`config.mk`:
```
export PLATFORM = sky130hd
export DESIGN_NAME = mtc_transport_control
export DESIGN_NICKNAME = d
export VERILOG_FILES = /design/src/logic/mtc_pkg.sv /design/src/logic/mtc_transport_control.sv
export SDC_FILE = /design/constraint.sdc
export NUM_CORES = 1
export LEC_CHECK = 0
export ABC_AREA = 0
export BUFFER_PORTS_ARGS = -buffer_cell sky130_fd_sc_hd__buf_2
export CORE_ASPECT_RATIO = 1.25
export CORE_MARGIN = 1
export CORE_UTILIZATION = 50
export CTS_CLUSTER_DIAMETER = 80
export DETAILED_ROUTE_END_ITERATION = 6
export MAX_ROUTING_LAYER = met4
export PLACE_DENSITY = 0.81
export SYNTH_ARGS = -nofsm -noshare
export SYNTH_HDL_FRONTEND = slang
export SYNTH_SLANG_ARGS = --single-unit
```
`constraint.sdc`:
```
create_clock -name mclk -period 1.9 [get_ports mclk]
set_input_delay 0.095 -clock mclk [delete_from_list [all_inputs] [get_ports mclk]]
set_output_delay 0.095 -clock mclk [all_outputs]
set_load 0.02 [all_outputs]
```
`src/logic/mtc_pkg.sv`:
```
// Constants, codes and carrier types for the magtape transport controller
package mtc_pkg;

  // ==========================================================
  // Instruction codes (octal group 670X and neighbours)
  localparam logic [8:0] IOT_GROUP = 9'h1B8;
  localparam logic [11:0] IOT_LOAD_WC = 12'hDC1;
  localparam logic [11:0] IOT_CLR_CA = 12'hDC2;
  localparam logic [11:0] IOT_LOAD_CA = 12'hDC3;
  localparam logic [11:0] IOT_SET_BRK = 12'hDC4;
  localparam logic [11:0] IOT_LOAD_DBUF = 12'hDC7;
  localparam logic [11:0] IOT_CLR_XPORT = 12'hDC9;
  localparam logic [11:0] IOT_INIT = 12'hDD4;
  localparam logic [11:0] IOT_CLR_FLAGS = 12'hDD5;

  // ==========================================================
  // Register map (byte offsets) and function register fields
  localparam logic [3:0] REG_FUNC = 4'h0;
  localparam logic [3:0] REG_STATUS = 4'h4;
  localparam logic [3:0] REG_ADDR = 4'h8;
  localparam logic [3:0] REG_WCOUNT = 4'hC;
  localparam int FUNC_FN_LSB = 0;
  localparam int FUNC_CDUMP_BIT = 3;
  localparam int FUNC_GO_BIT = 5;
  localparam int FUNC_SEL_LSB = 6;
  localparam logic [2:0] FUNC_RESET = 3'h0;

  // ==========================================================
  // Timing
  localparam int CLK_NS = 20;
  localparam int PRESET_NS = 2500;
  localparam int PRESET_CYC = PRESET_NS / CLK_NS;
  localparam int PRESET_W = $clog2(PRESET_CYC + 1);

  // ==========================================================
  // Types
  typedef enum logic [2:0] {
    FN_OFFLINE = 3'b000,
    FN_REWIND = 3'b001,
    FN_READ = 3'b010,
    FN_RDCMP = 3'b011,
    FN_WRITE = 3'b100,
    FN_WRITE_FILE_MARK_CMD = 3'b101,
    FN_SPFWD = 3'b110,
    FN_SPREV = 3'b111
  } mtc_fn_t;

  typedef struct packed {
    logic selected_online_status;
    logic transport_ready;
    logic tape_start_marker;
    logic rewinding_status;
    logic settling_down_status;
    logic vertical_parity_error;
    logic cyclic_check_error;
    logic longitudinal_check_error;
    logic cyclic_check_strobe;
    logic longitudinal_check_strobe;
  } mtc_status_t;

  typedef struct packed {
    logic forward_motion_cmd;
    logic reverse_motion_cmd;
    logic rewind_cmd;
    logic write_file_mark_cmd;
    logic write_enable_line;
    logic write_data_ready;
    logic set_pulse;
    logic tape_init;
    logic transport_init;
    logic [2:0] buffered_select;
    logic [7:0] write_data_bit;
  } mtc_cmd_t;

  // Status register layout, bit 0 at the right
  typedef struct packed {
    logic [14:0] zero;
    logic busy;
    logic job_done;
    logic error;
    logic parity_err;
    logic compare_err;
    logic unit_change;
    logic active;
    mtc_status_t tape;
  } mtc_stat_word_t;

endpackage

```
`src/logic/mtc_transport_control.sv`:
```
// Tape controller core: instruction decode, data break, commands, status
`timescale 1ns/1ns
module mtc_transport_control
  import mtc_pkg::*;
#(
  parameter int WORD_W = 12
) (
  input wire logic mclk,
  input wire logic sys_rst,
  input wire logic clk_en,
  input wire logic [3:0] avs_address,
  input wire logic avs_read,
  input wire logic avs_write,
  input wire logic [31:0] avs_writedata,
  output logic [31:0] avs_readdata,
  output logic avs_waitrequest,
  input wire logic iot_strobe,
  input wire logic [11:0] iot_code,
  input wire logic [WORD_W-1:0] acc_bus,
  output logic accumulator_input_gate,
  input wire logic proc_init,
  input wire logic fourth_time_pulse,
  output logic break_request,
  input wire logic break_grant,
  input wire logic [WORD_W-1:0] mem_data,
  output logic [WORD_W-1:0] address_counter,
  input wire logic [2:0] unit_select,
  input wire mtc_status_t tape_status,
  output mtc_cmd_t tape_cmd,
  output logic unit_change_flag,
  output logic controller_busy,
  output logic job_done_flag
);

  // ==========================================================
  // Elaboration check: write data needs eight bits
  if (WORD_W < 8) begin : g_width_chk
    $error("WORD_W must be at least 8");
  end

  // ==========================================================
  // Transport status synchroniser and validity gate
  mtc_status_t st_meta_q, st_sync_q, stv;
  logic rdy_prev_q;
  // Two flops; only the second is looked at
  always_ff @(posedge mclk) begin
    if (sys_rst) begin
      st_meta_q <= '0;
      st_sync_q <= '0;
      rdy_prev_q <= 1'b0;
    end else if (clk_en) begin
      st_meta_q <= tape_status;
      st_sync_q <= st_meta_q;
      rdy_prev_q <= stv.transport_ready;
    end
  end
  // Nothing else is trusted until the unit says selected and online
  always_comb begin
    stv = st_sync_q.selected_online_status ? st_sync_q : '0;
  end

  // ==========================================================
  // Instruction decode, edge-qualified to one cycle
  logic iot_prev_q, iot_s, grp;
  logic i_load_wc, i_clr_ca, i_load_ca, i_set_break_request_instr, i_ldbr, i_clt, i_init, clf_s;
  logic mclr, status_clear;

  always_ff @(posedge mclk) begin
    if (sys_rst) begin
      iot_prev_q <= 1'b0;
    end else if (clk_en) begin
      iot_prev_q <= iot_strobe;
    end
  end
  // A held strobe still acts once
  assign iot_s = iot_strobe && !iot_prev_q && clk_en;
  assign grp = iot_s && (iot_code[11:3] == IOT_GROUP);
  assign accumulator_input_gate = grp;
  assign i_load_wc = grp && iot_code == IOT_LOAD_WC;
  assign i_clr_ca = grp && iot_code == IOT_CLR_CA;
  assign i_load_ca = grp && iot_code == IOT_LOAD_CA;
  assign i_set_break_request_instr = grp && iot_code == IOT_SET_BRK;
  assign i_ldbr = grp && iot_code == IOT_LOAD_DBUF;
  assign i_clt = iot_s && iot_code == IOT_CLR_XPORT;
  assign i_init = iot_s && iot_code == IOT_INIT;
  assign clf_s = iot_s && iot_code == IOT_CLR_FLAGS;
  // Master clear sources; clear-flags splits on transport ready
  assign mclr = proc_init || (clf_s && stv.transport_ready) || i_clt || i_init;
  assign status_clear = clf_s && !stv.transport_ready;

  // ==========================================================
  // Function register and operation sequencing
  mtc_fn_t fn_q;
  logic cdump_q, go_q, op_q, set_q, preset_q, busy_q, job_q, wdr_q;
  logic [2:0] bsel_q;
  logic [PRESET_W-1:0] pcnt_q;
  logic func_wr, go_fire, data_op, grant, wc_ovf, spr_bot, ready_rise, job_set, sel_err;
  logic [WORD_W-1:0] ca_q, wc_q, dbuf_q;

  assign func_wr = avs_write && !avs_waitrequest && clk_en && avs_address == REG_FUNC;
  assign go_fire = func_wr && avs_writedata[FUNC_GO_BIT] && stv.transport_ready && !op_q;
  assign data_op = op_q && (fn_q == FN_READ || fn_q == FN_RDCMP || fn_q == FN_WRITE);
  assign grant = break_grant && break_request && clk_en;
  assign wc_ovf = grant && data_op && (wc_q == {WORD_W{1'b1}});
  assign spr_bot = op_q && fn_q == FN_SPREV && stv.tape_start_marker;
  assign ready_rise = stv.transport_ready && !rdy_prev_q && clk_en;
  // Non-data functions end when the unit comes ready again
  assign job_set = i_ldbr || wc_ovf || (op_q && !data_op && ready_rise) || (spr_bot && clk_en);
  assign sel_err = set_q && !stv.selected_online_status;
  // Function fields are locked while an operation runs
  always_ff @(posedge mclk) begin
    if (sys_rst || (mclr && clk_en)) begin
      fn_q <= mtc_fn_t'(FUNC_RESET);
      cdump_q <= 1'b0;
      go_q <= 1'b0;
      bsel_q <= '0;
    end else if (func_wr && !op_q) begin
      fn_q <= mtc_fn_t'(avs_writedata[FUNC_FN_LSB+:3]);
      cdump_q <= avs_writedata[FUNC_CDUMP_BIT];
      go_q <= avs_writedata[FUNC_GO_BIT];
      bsel_q <= avs_writedata[FUNC_SEL_LSB+:3];
    end else if (clk_en && job_set) begin
      go_q <= 1'b0;
    end
  end
  // Preset timer, then a one-cycle set pulse
  always_ff @(posedge mclk) begin
    if (sys_rst || (mclr && clk_en)) begin
      preset_q <= 1'b0;
      pcnt_q <= '0;
      set_q <= 1'b0;
    end else if (clk_en) begin
      set_q <= 1'b0;
      if (go_fire) begin
        preset_q <= 1'b1;
        pcnt_q <= PRESET_W'(1);
      end else if (preset_q && pcnt_q == PRESET_W'(PRESET_CYC)) begin
        preset_q <= 1'b0;
        set_q <= 1'b1;
      end else if (preset_q) begin
        pcnt_q <= pcnt_q + PRESET_W'(1);
      end
    end
  end
  // Operation in progress from set until job done
  always_ff @(posedge mclk) begin
    if (sys_rst || (mclr && clk_en)) begin
      op_q <= 1'b0;
    end else if (clk_en && job_set) begin
      op_q <= 1'b0;
    end else if (clk_en && set_q) begin
      op_q <= 1'b1;
    end
  end
  // Busy waits for the processor's fourth time pulse
  always_ff @(posedge mclk) begin
    if (sys_rst || (mclr && clk_en)) begin
      busy_q <= 1'b0;
    end else if (clk_en && job_set) begin
      busy_q <= 1'b0;
    end else if (clk_en && go_q && fourth_time_pulse) begin
      busy_q <= 1'b1;
    end
  end
  // Job done; a completing event beats a simultaneous status clear
  always_ff @(posedge mclk) begin
    if (sys_rst || (mclr && clk_en)) begin
      job_q <= 1'b0;
    end else if (clk_en && job_set) begin
      job_q <= 1'b1;
    end else if (status_clear) begin
      job_q <= 1'b0;
    end
  end
  // Write data ready spans the write until the count runs out
  always_ff @(posedge mclk) begin
    if (sys_rst || (mclr && clk_en)) begin
      wdr_q <= 1'b0;
    end else if (wc_ovf) begin
      wdr_q <= 1'b0;
    end else if (clk_en && set_q && fn_q == FN_WRITE) begin
      wdr_q <= 1'b1;
    end
  end

  // ==========================================================
  // Data break, address and word counters, data buffer
  logic brk_q, rc_q, vpe_q, err_q, chg_q, rc_set;
  assign rc_set = grant && op_q && fn_q == FN_RDCMP && mem_data != dbuf_q;
  // Request stays up through data operations; grant takes it down
  always_ff @(posedge mclk) begin
    if (sys_rst || (mclr && clk_en)) begin
      brk_q <= 1'b0;
    end else if (clk_en && (i_set_break_request_instr || (data_op && !job_set && !grant))) begin
      brk_q <= 1'b1;
    end else if (grant) begin
      brk_q <= 1'b0;
    end
  end
  assign break_request = brk_q;
  // Address counter freezes after a compare error, keeping the address one past the bad word
  always_ff @(posedge mclk) begin
    if (sys_rst || (clk_en && (mclr || i_clr_ca))) begin
      ca_q <= '0;
    end else if (i_load_ca) begin
      ca_q <= acc_bus;
    end else if (grant && !rc_q) begin
      ca_q <= ca_q + WORD_W'(1);
    end
  end
  assign address_counter = ca_q;
  // Word count runs up from a negative load to zero
  always_ff @(posedge mclk) begin
    if (sys_rst || (mclr && clk_en)) begin
      wc_q <= '0;
    end else if (i_load_wc) begin
      wc_q <= acc_bus;
    end else if (grant) begin
      wc_q <= wc_q + WORD_W'(1);
    end
  end
  // Buffer takes the accumulator, or memory words during a write
  always_ff @(posedge mclk) begin
    if (sys_rst || (mclr && clk_en)) begin
      dbuf_q <= '0;
    end else if (i_ldbr) begin
      dbuf_q <= acc_bus;
    end else if (grant && fn_q == FN_WRITE) begin
      dbuf_q <= mem_data;
    end
  end

  // ==========================================================
  // Error flags; a setting event beats a simultaneous status clear
  always_ff @(posedge mclk) begin
    if (sys_rst || (mclr && clk_en)) begin
      rc_q <= 1'b0;
      vpe_q <= 1'b0;
      err_q <= 1'b0;
    end else if (clk_en) begin
      if (rc_set) begin
        rc_q <= 1'b1;
      end else if (status_clear) begin
        rc_q <= 1'b0;
      end
      if (stv.vertical_parity_error) begin
        vpe_q <= 1'b1;
      end else if (status_clear) begin
        vpe_q <= 1'b0;
      end
      if (rc_set || sel_err || stv.vertical_parity_error || stv.cyclic_check_error ||
          stv.longitudinal_check_error) begin
        err_q <= 1'b1;
      end else if (status_clear) begin
        err_q <= 1'b0;
      end
    end
  end
  // Unit change: mismatch sets, next set pulse clears, mismatch wins
  always_ff @(posedge mclk) begin
    if (sys_rst || (mclr && clk_en)) begin
      chg_q <= 1'b0;
    end else if (clk_en && bsel_q != unit_select) begin
      chg_q <= 1'b1;
    end else if (clk_en && (set_q || status_clear)) begin
      chg_q <= 1'b0;
    end
  end
  assign unit_change_flag = chg_q;
  assign controller_busy = busy_q;
  assign job_done_flag = job_q;

  // ==========================================================
  // Transport command lines, all from flops
  mtc_cmd_t cmd_d;
  // Function decode; code zero also asserts write enable so the unit goes offline
  always_comb begin
    cmd_d = '0;
    cmd_d.forward_motion_cmd = op_q && (fn_q == FN_READ || fn_q == FN_RDCMP ||
      fn_q == FN_WRITE || fn_q == FN_WRITE_FILE_MARK_CMD || fn_q == FN_SPFWD);
    cmd_d.reverse_motion_cmd = op_q && fn_q == FN_SPREV;
    cmd_d.rewind_cmd = op_q && (fn_q == FN_REWIND || fn_q == FN_OFFLINE);
    cmd_d.write_file_mark_cmd = op_q && fn_q == FN_WRITE_FILE_MARK_CMD;
    cmd_d.write_enable_line = op_q && (fn_q == FN_WRITE || fn_q == FN_WRITE_FILE_MARK_CMD ||
      fn_q == FN_REWIND || fn_q == FN_OFFLINE);
    cmd_d.write_data_ready = wdr_q;
    cmd_d.set_pulse = set_q;
    cmd_d.tape_init = mclr || spr_bot || sel_err;
    cmd_d.transport_init = proc_init;
    cmd_d.buffered_select = bsel_q;
    cmd_d.write_data_bit = dbuf_q[7:0];
    if (cdump_q) begin
      cmd_d.write_data_bit[1:0] = 2'h0;
    end
  end

  always_ff @(posedge mclk) begin
    if (sys_rst) begin
      tape_cmd <= '0;
    end else if (clk_en) begin
      tape_cmd <= cmd_d;
    end
  end

  // ==========================================================
  // Avalon-MM slave: one wait state, then answer
  logic ack_q;
  mtc_stat_word_t stat;

  assign avs_waitrequest = (avs_read || avs_write) && !ack_q;

  always_comb begin
    stat = '0;
    stat.busy = busy_q;
    stat.job_done = job_q;
    stat.error = err_q;
    stat.parity_err = vpe_q;
    stat.compare_err = rc_q;
    stat.unit_change = chg_q;
    stat.active = op_q;
    stat.tape = stv;
  end
  // Read data is latched in the wait cycle so it stands at the answer edge
  always_ff @(posedge mclk) begin
    if (sys_rst) begin
      ack_q <= 1'b0;
      avs_readdata <= '0;
    end else if (clk_en) begin
      ack_q <= (avs_read || avs_write) && !ack_q;
      if (avs_read && !ack_q) begin
        unique case (avs_address)
          REG_FUNC: avs_readdata <= 32'({bsel_q, go_q, 1'b0, cdump_q, fn_q});
          REG_STATUS: avs_readdata <= stat;
          REG_ADDR: avs_readdata <= 32'(ca_q);
          REG_WCOUNT: avs_readdata <= 32'(wc_q);
          default: avs_readdata <= 32'h0000_0000;
        endcase
      end
    end
  end
endmodule // mtc_transport_control

```
==> impl_results.md, run 1 <==
* Layout overhead on the synthesized area at 28.0%
* Sequential fraction of the synthesis area at 40.6%
* Vias in the first global route at 5279
* Clock period minus final worst setup slack at 1.83 ns
* Post-CTS setup-driven buffer insertion count at 0
* Net switching power at 1.36 mW
* Core footprint at 11700 um2
* Global-route congestion overflow total at 0
* Util after Layout at 65.9%
* Post-CTS Hold Buffers at 29
* I/O pin cnt at 164
* Multi-input gate area in the final layout at 3310 um2
* Int Pwr at 4.92 mW
* Yosys warning total at 0
* Remaining design rule violation count at 0
* Syn Area/Cell at 9.37 um2
* Mean routed wirelength per cell at 16.9 um
* Critical path required time at 2.18 ns
* Most instantiated flip-flop cell in the synthesis netlist: sky130_fd_sc_hd__dfxtp_1
* Post-layout nets at 894
* Part of the power in registers at 41.6%
* # port buffers at 124
* Worst setup EP type: flip-flop
* HP Class: in -> reg
* Total wirelength of the detailed-routed design at 16400 um
* Die footprint at 12500 um2
* Setup skew after layout at 0.00770 ns
* EDFF count, synth at 0
* Worst IR drop on VDD at 0.546 mV
* Classification of the worst setup path: reg -> reg
* Clk sink count at 122
* Share of final-layout standard cells stronger than drive strength 1 at 27.0%
* Final worst-path cycle share at 96.5%
* CTS buffer count at 17
* Max_cap viols at 0
* DP Wirelength at 11900 um
* Post-synthesis instance area at 6010 um2
* CP bufs+invs at 2
* Post-Route Setup TNS at 0 ns
* Number of storage elements in the synthesis netlist at 122
* Proportion of netlist area held by the largest area contributor at 40.6%
* CP max stage delay at 0.37 ns
* TritonRoute pass-1 iters at 7
* Root Buffer Master: sky130_fd_sc_hd__clkbuf_16
* Ordered cell list for the critical path: nand4bb_4 -> nor4_1 -> buf_4 -> a21oi_1 -> nand2_2 -> buf_12 -> a211oi_2
* Die Y at 125 um
* Commonest non-fill, non-tap cell in the layout: sky130_fd_sc_hd__buf_2
* Detailed Route Iter0 Violations at 327
* Number of distinct library cells after synthesis at 51
* Footprint of the flip-flops and latches at 2440 um2
* Biggest fanout along the worst timing path at 25
* Number of max-slew violations in the final report at 0
* Compound-Gate Fraction of Synth Area at 14.4%
* CP top delay family: simple AND/OR/NAND/NOR gates
* Post-synthesis cell count at 642
* Adder-cell area share of the yosys netlist at 0.832%
* CTS H-Tree Depth at 4
* Endpoints failing setup at 0
* Outcome: finished clean
* CTS tree: yes
* Leading area contributor after synthesis: sky130_fd_sc_hd__dfxtp_1
* Clock power share at 51.4%
* Initial antenna violation count at 1
* Max Root-Sink Buffers at 2
* Startpoint type of the worst setup path: flip-flop
* PostCTS Resize Cnt at 0
* Post-CTS clock slew at the launch and capture registers of the worst setup and hold paths at 0.05 ns
* Unrepaired setup endpoints after global routing: false
* Remaining number of nets flagged by the antenna check after routing at 0
* Switching Fraction at 21.7%
* Commonest non-fill, non-tap cells in the layout: sky130_fd_sc_hd__buf_2, sky130_fd_sc_hd__dfxtp_1, sky130_fd_sc_hd__nor2_1, sky130_fd_sc_hd__mux2i_1, sky130_fd_sc_hd__nand2_1
* Post-synthesis share of cell area spent on xor and xnor gates at 6.41%
* Maximum clock frequency at 546 MHz
* Initial core utilization at 51.5%
* Clock insertion delay at the later pin of the skew report at 0.41 ns
* Via count at 5494
* Final GP Congestion at 0.926
* Crit-path slowest cell: sky130_fd_sc_hd__nor4_1
* Via-per-instance ratio at 5.67
* Proportion of synthesized flip-flops having asynchronous set or reset at 0%
* Filler Cell Count at 920
* Worst slew margin relative to its limit at 59.7%
* Post-Synth Simple-Gate Area at 21.1%
* Wire length of the first global-routing pass at 26000 um
* Main combinational cell family by area after synthesis: simple AND/OR/NAND/NOR gates
* Ranking of synthesized cells by area: sky130_fd_sc_hd__dfxtp_1, sky130_fd_sc_hd__mux2i_1, sky130_fd_sc_hd__nor2_1, sky130_fd_sc_hd__a211oi_2, sky130_fd_sc_hd__xor2_1
* Slew of the pin with the lowest slew margin at 0.605 ns
* Total routing usage reported by global routing at 27.6%
* Arrival time of the worst setup path at 2.11 ns
* Die width at 100 um
* Largest net degree at the start of global routing at 61
* Total power divided by cell area at 816 nW/um2
* LEAKAGE at 3.49 nW
* Hold violation count in the final report at 0
* Mux share of post-synthesis cell area at 11.2%
* # rows at 44
* Power share of the combinational group at 7.0%
## layer usage
layer | part of all wire [%] | track usage [%]
met2 | 50 | 44.9
met5 | 0 | -
met4 | 4.7 | 15.2
met1 | 39 | 31.4
met3 | 6.2 | 6.00
## final timing paths
check / slack [ns] / end / startpoint / depth (start not counted)
worst max-delay path: 0.07 / wc_q[9] / iot_prev_q / 7
worst min-delay path: 0.01 / controller_busy / fourth_time_pulse / 3
worst max register to register: 0.07 / wc_q[9] / iot_prev_q / 7
worst min register to register: 0.46 / avs_readdata[8] / avs_readdata[8] / 2
## state kept, by name (all words and copies together), names as in the netlist, 3 cells and up
signal,flops
bsel_q,3
tape_cmd,20
st_sync_q,10
fn_q,3
dbuf_q,12
pcnt_q,7
avs_readdata,17
address_counter,12
st_meta_q,10
wc_q,12
## power by group through the flow
stage	Clock [mW]	Combinational, mW	Sequential [mW]
floorplan	0	0.240	2.66
global placement	0	0.376	2.66
detailed placement	0	0.385	2.66
CTS	3.25	0.433	2.61
global route	3.38	0.468	2.61
finish	3.23	0.439	2.61
## kinds of logic after synthesis
logic type,Yosys count
AOI/OAI and AO/OA,100
muxes,65
xor gates and xnor gates,44
other,1
DFF,122
adders and majority gates,4
and+or+nand+nor,245
buffers and inverters,61
## worst register-to-register path, cell delays in order, from the launching register on
cell                        delay (ns)
sky130_fd_sc_hd__dfxtp_1          0.31
sky130_fd_sc_hd__nand4bb_4        0.22
sky130_fd_sc_hd__nor4_1           0.37
sky130_fd_sc_hd__buf_4            0.18
sky130_fd_sc_hd__a21oi_1          0.08
sky130_fd_sc_hd__nand2_2          0.21
sky130_fd_sc_hd__buf_12           0.25
sky130_fd_sc_hd__a211oi_2         0.07
## cells in the mapped netlist (all sizes together) (9+ instances only)
library cell  count
dfxtp           122
buf              33
mux2i            54
nand3            17
xor2             28
nor2b             9
nor4             10
nand4            19
nor3             11
xnor2            16
a211oi           24
clkbuf           24
o211a            13
a21oi            22
a22oi            10
nand2b           11
mux2             10
nand2            33
nor2            106
## final cells by class
class,instances,area share [%]
diodes,1,0.0325
clock buffers,22,6.16
clock inverters,8,1.54
inverters,4,0.195
multi-input cells,473,43.0
flip-flops and latches,122,31.7
well taps,161,2.62
repair buffers,178,14.8
## per-stage QoR
stage,setup slack (ns),power [mW],hold slack (ns),instance area (um2),cells
after CTS,0.0885,6.30,0.00394,7690,968
after detailed placement,0.0999,3.05,0.342,6810,909
final,0.0669,6.28,0.0116,7700,969
after global placement,0.118,3.04,0.332,6810,909
after global routing,0.00692,6.46,0.0141,7700,969
after floorplan,0.131,2.90,0.234,6070,656
No activity file was read; power rests on OpenSTA's default activity.
==> run 2: changes to the inputs <==
==> constraint.sdc (replaced) <==
create_clock -name mclk -period 1.9 [get_ports mclk]
set_input_delay 0.095 -clock mclk [delete_from_list [all_inputs] [get_ports mclk]]
set_output_delay 0.095 -clock mclk [all_outputs]
set_load 0.1 [all_outputs]
==> impl_results.md, run 2 (synthesis results as in run 1) <==
* Post-CTS setup-driven buffer insertion count at 0 (unchanged)
* Wire length of the first global-routing pass at 27300 um (+5.2%)
* Net switching power at 1.53 mW (+13%)
* Die Y at 125 um (unchanged)
* Footprint of the flip-flops and latches at 2440 um2 (unchanged)
* Clock period minus final worst setup slack at 1.78 ns (-0.0486 ns)
* Global routing usage on met2 at 48.6% (+3.8 points)
* Number of max-slew violations in the final report at 0 (unchanged)
* Filler Cell Count at 916 (-0.43%)
* Share of final-layout standard cells stronger than drive strength 1 at 27.4% (+0.34 points)
* Worst IR drop on VDD at 0.557 mV (+2.1%)
* Via-per-instance ratio at 5.70 (+0.55%)
* Clock insertion delay at the later pin of the skew report at 0.42 ns (about the same)
* Max_cap viols at 0 (unchanged)
* Remaining number of nets flagged by the antenna check after routing at 0 (unchanged)
* Clk sink count at 122 (unchanged)
* CTS H-Tree Depth at 4 (unchanged)
* Power share of the combinational group at 9.3% (+2.3 points)
* I/O pin cnt at 164 (unchanged)
* Worst setup EP type: flip-flop
* CTS tree: yes
* Total power divided by cell area at 822 nW/um2 (+0.78%)
* Total routing usage reported by global routing at 29.3% (+1.7 points)
* Initial antenna violation count at 1 (unchanged)
* Met3 track utilization from global routing at 5.95% (-0.056 points)
* Vias in the first global route at 5387 (+2.0%)
* # port buffers at 124 (unchanged)
* Classification of the worst setup path: reg -> reg
* Root Buffer Master: sky130_fd_sc_hd__clkbuf_16
* Critical path required time at 2.17 ns (about the same)
* Multi-input gate area in the final layout at 3320 um2 (+0.53%)
* Remaining design rule violation count at 0 (unchanged)
* Setup skew after layout at 0.00722 ns (-0.000486 ns)
* Commonest non-fill, non-tap cell in the layout: sky130_fd_sc_hd__buf_2
* Final worst-path cycle share at 93.9% (-2.6 points)
* Arrival time of the worst setup path at 2.06 ns (-0.05 ns)
* Met1 Track Usage GR at 32.5% (+1.1 points)
* Final GP Congestion at 0.935 (+1.0%)
* Largest registers: tape_cmd (20), avs_readdata (17)
* # rows at 44 (unchanged)
* Layout overhead on the synthesized area at 28.0% (unchanged)
* Biggest fanout along the worst timing path at 25 (unchanged)
* Initial core utilization at 51.5% (unchanged)
* Post-CTS clock slew at the launch and capture registers of the worst setup and hold paths at 0.05 ns (about the same)
* Slew of the pin with the lowest slew margin at 0.627 ns (+0.0225 ns)
* Largest net degree at the start of global routing at 61 (unchanged)
* Endpoints failing setup at 0 (unchanged)
* Detailed Route Iter0 Violations at 370 (+13%)
* Global-route congestion overflow total at 0 (unchanged)
* Die width at 100 um (unchanged)
* HP Class: in -> reg
* PostCTS Resize Cnt at 0 (unchanged)
* Core footprint at 11700 um2 (unchanged)
* Die footprint at 12500 um2 (unchanged)
* Part of the power in registers at 41.3% (-0.3 points)
* Int Pwr at 4.80 mW (-2.5%)
* Via count at 5530 (+0.66%)
* Outcome: finished clean
* DP Wirelength at 12000 um (+0.78%)
* GR peak layer: met2
* Hold violation count in the final report at 0 (unchanged)
* LEAKAGE at 3.48 nW (-0.18%)
* TritonRoute pass-1 iters at 5 (-2)
* Post-Route Setup TNS at 0 ns (unchanged)
* Commonest non-fill, non-tap cells in the layout: sky130_fd_sc_hd__buf_2, sky130_fd_sc_hd__dfxtp_1, sky130_fd_sc_hd__nor2_1, sky130_fd_sc_hd__mux2i_1, sky130_fd_sc_hd__nand2_1
* Post-layout nets at 894 (unchanged)
* Total wirelength of the detailed-routed design at 17000 um (+3.7%)
* Mean routed wirelength per cell at 17.6 um (+3.6%)
* Unrepaired setup endpoints after global routing: false
* Register name with the most flops: tape_cmd
* Max Root-Sink Buffers at 2 (unchanged)
* CTS buffer count at 17 (unchanged)
* Clock power share at 49.4% (-2.0 points)
* Largest register FFs at 20 (unchanged)
* Worst slew margin relative to its limit at 58.2% (-1.5 points)
* Maximum clock frequency at 560 MHz (+2.7%)
* Startpoint type of the worst setup path: flip-flop
* Worst hold slack at 0.0142 ns (+0.00264 ns)
* Switching Fraction at 24.2% (+2.5 points)
-- run 2: cell count changes in the layout (fill, tap and decap cells not counted), sizes merged --
| cell | before | now |
|---|---|---|
| clkbuf | 22 | 24 |
| clkinvlp | 0 | 1 |
| clkinv | 5 | 4 |
| bufinv | 3 | 2 |
-- run 2: worst paths after layout --
check	end	cells past startpoint	start	slack, ns
worst max-delay path	dbuf_q[1]	6	iot_prev_q	0.12
worst min-delay path	address_counter[4]	2	acc_bus[4]	0.01
worst max register to register	dbuf_q[1]	6	iot_prev_q	0.12
worst min register to register	avs_readdata[8]	2	avs_readdata[8]	0.47
-- run 2: final cells by class --
| cell class | instances | area share (%) |
|---|---|---|
| Timing Repair Buffer | 178 | 14.8 |
| Tap cell | 161 | 2.62 |
| Antenna cell | 1 | 0.0325 |
| Inverter | 4 | 0.195 |
| Multi-Input combinational cell | 473 | 43.2 |
| Clock inverter | 7 | 1.19 |
| Clock buffer | 24 | 6.26 |
| Sequential cell | 122 | 31.7 |
-- run 2: critical path: stages (launching register included) --
cell                        delay, ns
sky130_fd_sc_hd__dfxtp_1         0.32
sky130_fd_sc_hd__nand4bb_4       0.22
sky130_fd_sc_hd__nor4_1          0.42
sky130_fd_sc_hd__o21ai_1         0.21
sky130_fd_sc_hd__nand2_2         0.17
sky130_fd_sc_hd__buf_12          0.22
sky130_fd_sc_hd__a211oi_2        0.07
-- run 2: repair_timing --
| action | in CTS | in global routing |
|---|---|---|
| hold buffers | 29 | 0 |
| setup endpoints to repair | 0 | 0 |
| hold endpoints to repair | 29 | 0 |
-- run 2: power by group through the flow --
stage / Sequential [mW] / Combinational, mW / Clock (mW)
finish: 2.61 / 0.588 / 3.13
global route: 2.61 / 0.618 / 3.27
CTS: 2.61 / 0.579 / 3.15
detailed placement: 2.66 / 0.530 / 0
global placement: 2.66 / 0.520 / 0
floorplan: 2.69 / 0.360 / 0
-- run 2: per-stage QoR --
stage	util (%)	total power [mW]	worst slack, ns	instances	area [um2]
6_report	65.9	6.33	0.115	970	7700
5_1_grt	65.9	6.50	0.0136	970	7700
4_1_cts	65.9	6.34	0.184	969	7690
3_5_place_dp	58.5	3.19	0.197	909	6830
3_3_place_gp	58.5	3.18	0.209	909	6830
2_1_floorplan	-	3.05	-0.612	656	6110
-- run 2: per-layer routing --
layer  routed length (um)  up-vias  part of all wire (%)
met3                 1020       60                   6.0
met2                 8540      239                    50
li1                     -     2609                     -
met4                  836        0                   4.9
met5                    0        -                     0
met1                 6630     2622                    39
==> run 3: changes to the inputs <==
- GPL_TIMING_DRIVEN: unset -> 0
==> impl_results.md, run 3 (synthesis results as in run 1) <==
* Met3 track utilization from global routing at 6.40% (+0.45 points)
* Endpoints failing setup at 0 (unchanged)
* Die Y at 125 um (unchanged)
* CTS H-Tree Depth at 4 (unchanged)
* Remaining number of nets flagged by the antenna check after routing at 0 (unchanged)
* Max_cap viols at 0 (unchanged)
* Remaining design rule violation count at 0 (unchanged)
* Critical path required time at 2.19 ns (+0.02 ns)
* Setup skew after layout at 0.00864 ns (+0.00142 ns)
* Classification of the worst setup path: reg -> reg
* Global routing usage on met2 at 51.6% (+3.0 points)
* Wire length of the first global-routing pass at 28500 um (+4.4%)
* # rows at 44 (unchanged)
* Register name with the most flops: tape_cmd
* HP Class: in -> reg
* Largest registers: tape_cmd (20), avs_readdata (17)
* Worst IR drop on VDD at 0.452 mV (-19%)
* Slew of the pin with the lowest slew margin at 0.653 ns (+0.0254 ns)
* Startpoint of the most critical hold path: acc_bus[6]
* Initial antenna violation count at 1 (unchanged)
* Via count at 5674 (+2.6%)
* DP Wirelength at 13400 um (+12%)
* Clock period minus final worst setup slack at 1.83 ns (+0.0498 ns)
* GR peak layer: met2
* Detailed Route Iter0 Violations at 395 (+6.8%)
* Biggest fanout along the worst timing path at 10 (-60%)
* Outcome: finished clean
* Number of max-slew violations in the final report at 0 (unchanged)
* Global-route congestion overflow total at 0 (unchanged)
* Total power after layout at 6.05 mW (-4.4%)
* Maximum clock frequency at 545 MHz (-2.7%)
* Via-per-instance ratio at 5.65 (-0.87%)
* Commonest non-fill, non-tap cell in the layout: sky130_fd_sc_hd__buf_2
* Util after Layout at 67.0% (+1.1 points)
* # port buffers at 120 (-3.2%)
* Arrival time of the worst setup path at 2.13 ns (+0.07 ns)
* Startpoint of the worst setup timing path: st_sync_q[9]
* Layout overhead on the synthesized area at 30.1%
* Unrepaired setup endpoints after global routing: false
* Mean routed wirelength per cell at 18.3 um (+4.4%)
* Startpoint type of the worst setup path: flip-flop
* Worst setup EP type: flip-flop
* Total routing usage reported by global routing at 30.8% (+1.5 points)
* Die footprint at 12500 um2 (unchanged)
* Filler Cell Count at 946 (+3.3%)
* Hold violation count in the final report at 0 (unchanged)
* Worst slew margin relative to its limit at 56.5% (-1.7 points)
* I/O pin cnt at 164 (unchanged)
* Worst reg2reg path startpoint: st_sync_q[9]
* Final worst-path cycle share at 96.5% (+2.6 points)
* Post-layout nets at 927 (+3.7%)
* Max Root-Sink Buffers at 2 (unchanged)
* Met1 Track Usage GR at 33.5% (+0.99 points)
* CTS buffer count at 17 (unchanged)
* Largest register FFs at 20 (unchanged)
* Root Buffer Master: sky130_fd_sc_hd__clkbuf_16
* Commonest non-fill, non-tap cells in the layout: sky130_fd_sc_hd__buf_2, sky130_fd_sc_hd__dfxtp_1, sky130_fd_sc_hd__nor2_1, sky130_fd_sc_hd__mux2i_1, sky130_fd_sc_hd__nand2_1
* Clock insertion delay at the later pin of the skew report at 0.42 ns (about the same)
* Post-CTS clock slew at the launch and capture registers of the worst setup and hold paths at 0.05 ns (about the same)
* Total power divided by cell area at 773 nW/um2 (-6.0%)
* Die width at 100 um (unchanged)
* Share of final-layout standard cells stronger than drive strength 1 at 28.5% (+1.2 points)
* Clk sink count at 122 (unchanged)
* Initial core utilization at 51.5% (unchanged)
* TritonRoute pass-1 iters at 6 (+1)
* Final GP Congestion at 0.910 (-2.7%)
* CTS tree: yes
* Vias in the first global route at 5649 (+4.9%)
* LEAKAGE at 3.56 nW (+2.2%)
* Total wirelength of the detailed-routed design at 18400 um (+8.0%)
* Multi-input gate area in the final layout at 3360 um2 (+1.2%)
* Footprint of the flip-flops and latches at 2440 um2 (unchanged)
* Core footprint at 11700 um2 (unchanged)
* Largest net degree at the start of global routing at 17 (-72%)
-- run 3: area by class of cell --
cell class                 count  share of cell area (%)
sequential                   122                    31.2
antenna                        1                  0.0320
tap                          161                    2.58
clock inverter                10                   0.672
buffer                        56                    4.49
clock buffer                  22                    5.81
multi-input combinational    473                    43.0
timing repair buffer         155                    12.0
inverter                       4                   0.192
-- run 3: critical path, stage by stage (launching register included) --
cell and delay, ns:
sky130_fd_sc_hd__dfxtp_1 0.31, sky130_fd_sc_hd__clkbuf_1 0.26, sky130_fd_sc_hd__and3_1 0.23, sky130_fd_sc_hd__clkbuf_1 0.18, sky130_fd_sc_hd__a222oi_1 0.46, sky130_fd_sc_hd__a2bb2oi_1 0.21
sky130_fd_sc_hd__nor2_1 0.05
-- run 3: metal layers --
metal	wire [um]	part of all wire, %
met1	7150	39
met2	9290	51
met3	1090	5.9
met4	863	4.7
met5	0	0
-- run 3: final timing paths --
kind | end | slack (ns) | cells past startpoint
worst min-delay path | address_counter[6] | 0.01 | 2
worst max register to register | avs_readdata[5] | 0.07 | 6
worst max-delay path | avs_readdata[5] | 0.07 | 6
worst min register to register | avs_readdata[8] | 0.48 | 2
-- run 3: repair_timing --
item,CTS,global route
endpoints found under the setup margin,61,60
setup buffers,3,4
endpoints found under the hold margin,28,0
pin swaps,2,1
hold buffers,28,0
gates cloned,0,0
resized for setup,4,19
-- run 3: power breakdown --
part | switching [mW] | total [mW] | leakage, nW | internal (mW)
sequential | 0.0239 | 2.61 | 0.986 | 2.59
clock | 1.13 | 2.80 | 0.257 | 1.67
combinational | 0.425 | 0.632 | 2.31 | 0.207
-- run 3: metrics by stage --
stage	setup TNS [ns]	worst slack (ns)	std cells	hold slack [ns]	area [um2]
after floorplan	-23.90	-0.612	656	0.234	6110
after global placement	-2.64	-0.198	937	0.324	6910
after detailed placement	-5.71	-0.198	937	0.337	6910
after CTS	0	0.00899	1000	0.00436	7740
after global routing	0	0.0122	1004	0.00506	7820
final	0	0.0657	1004	0.0123	7820
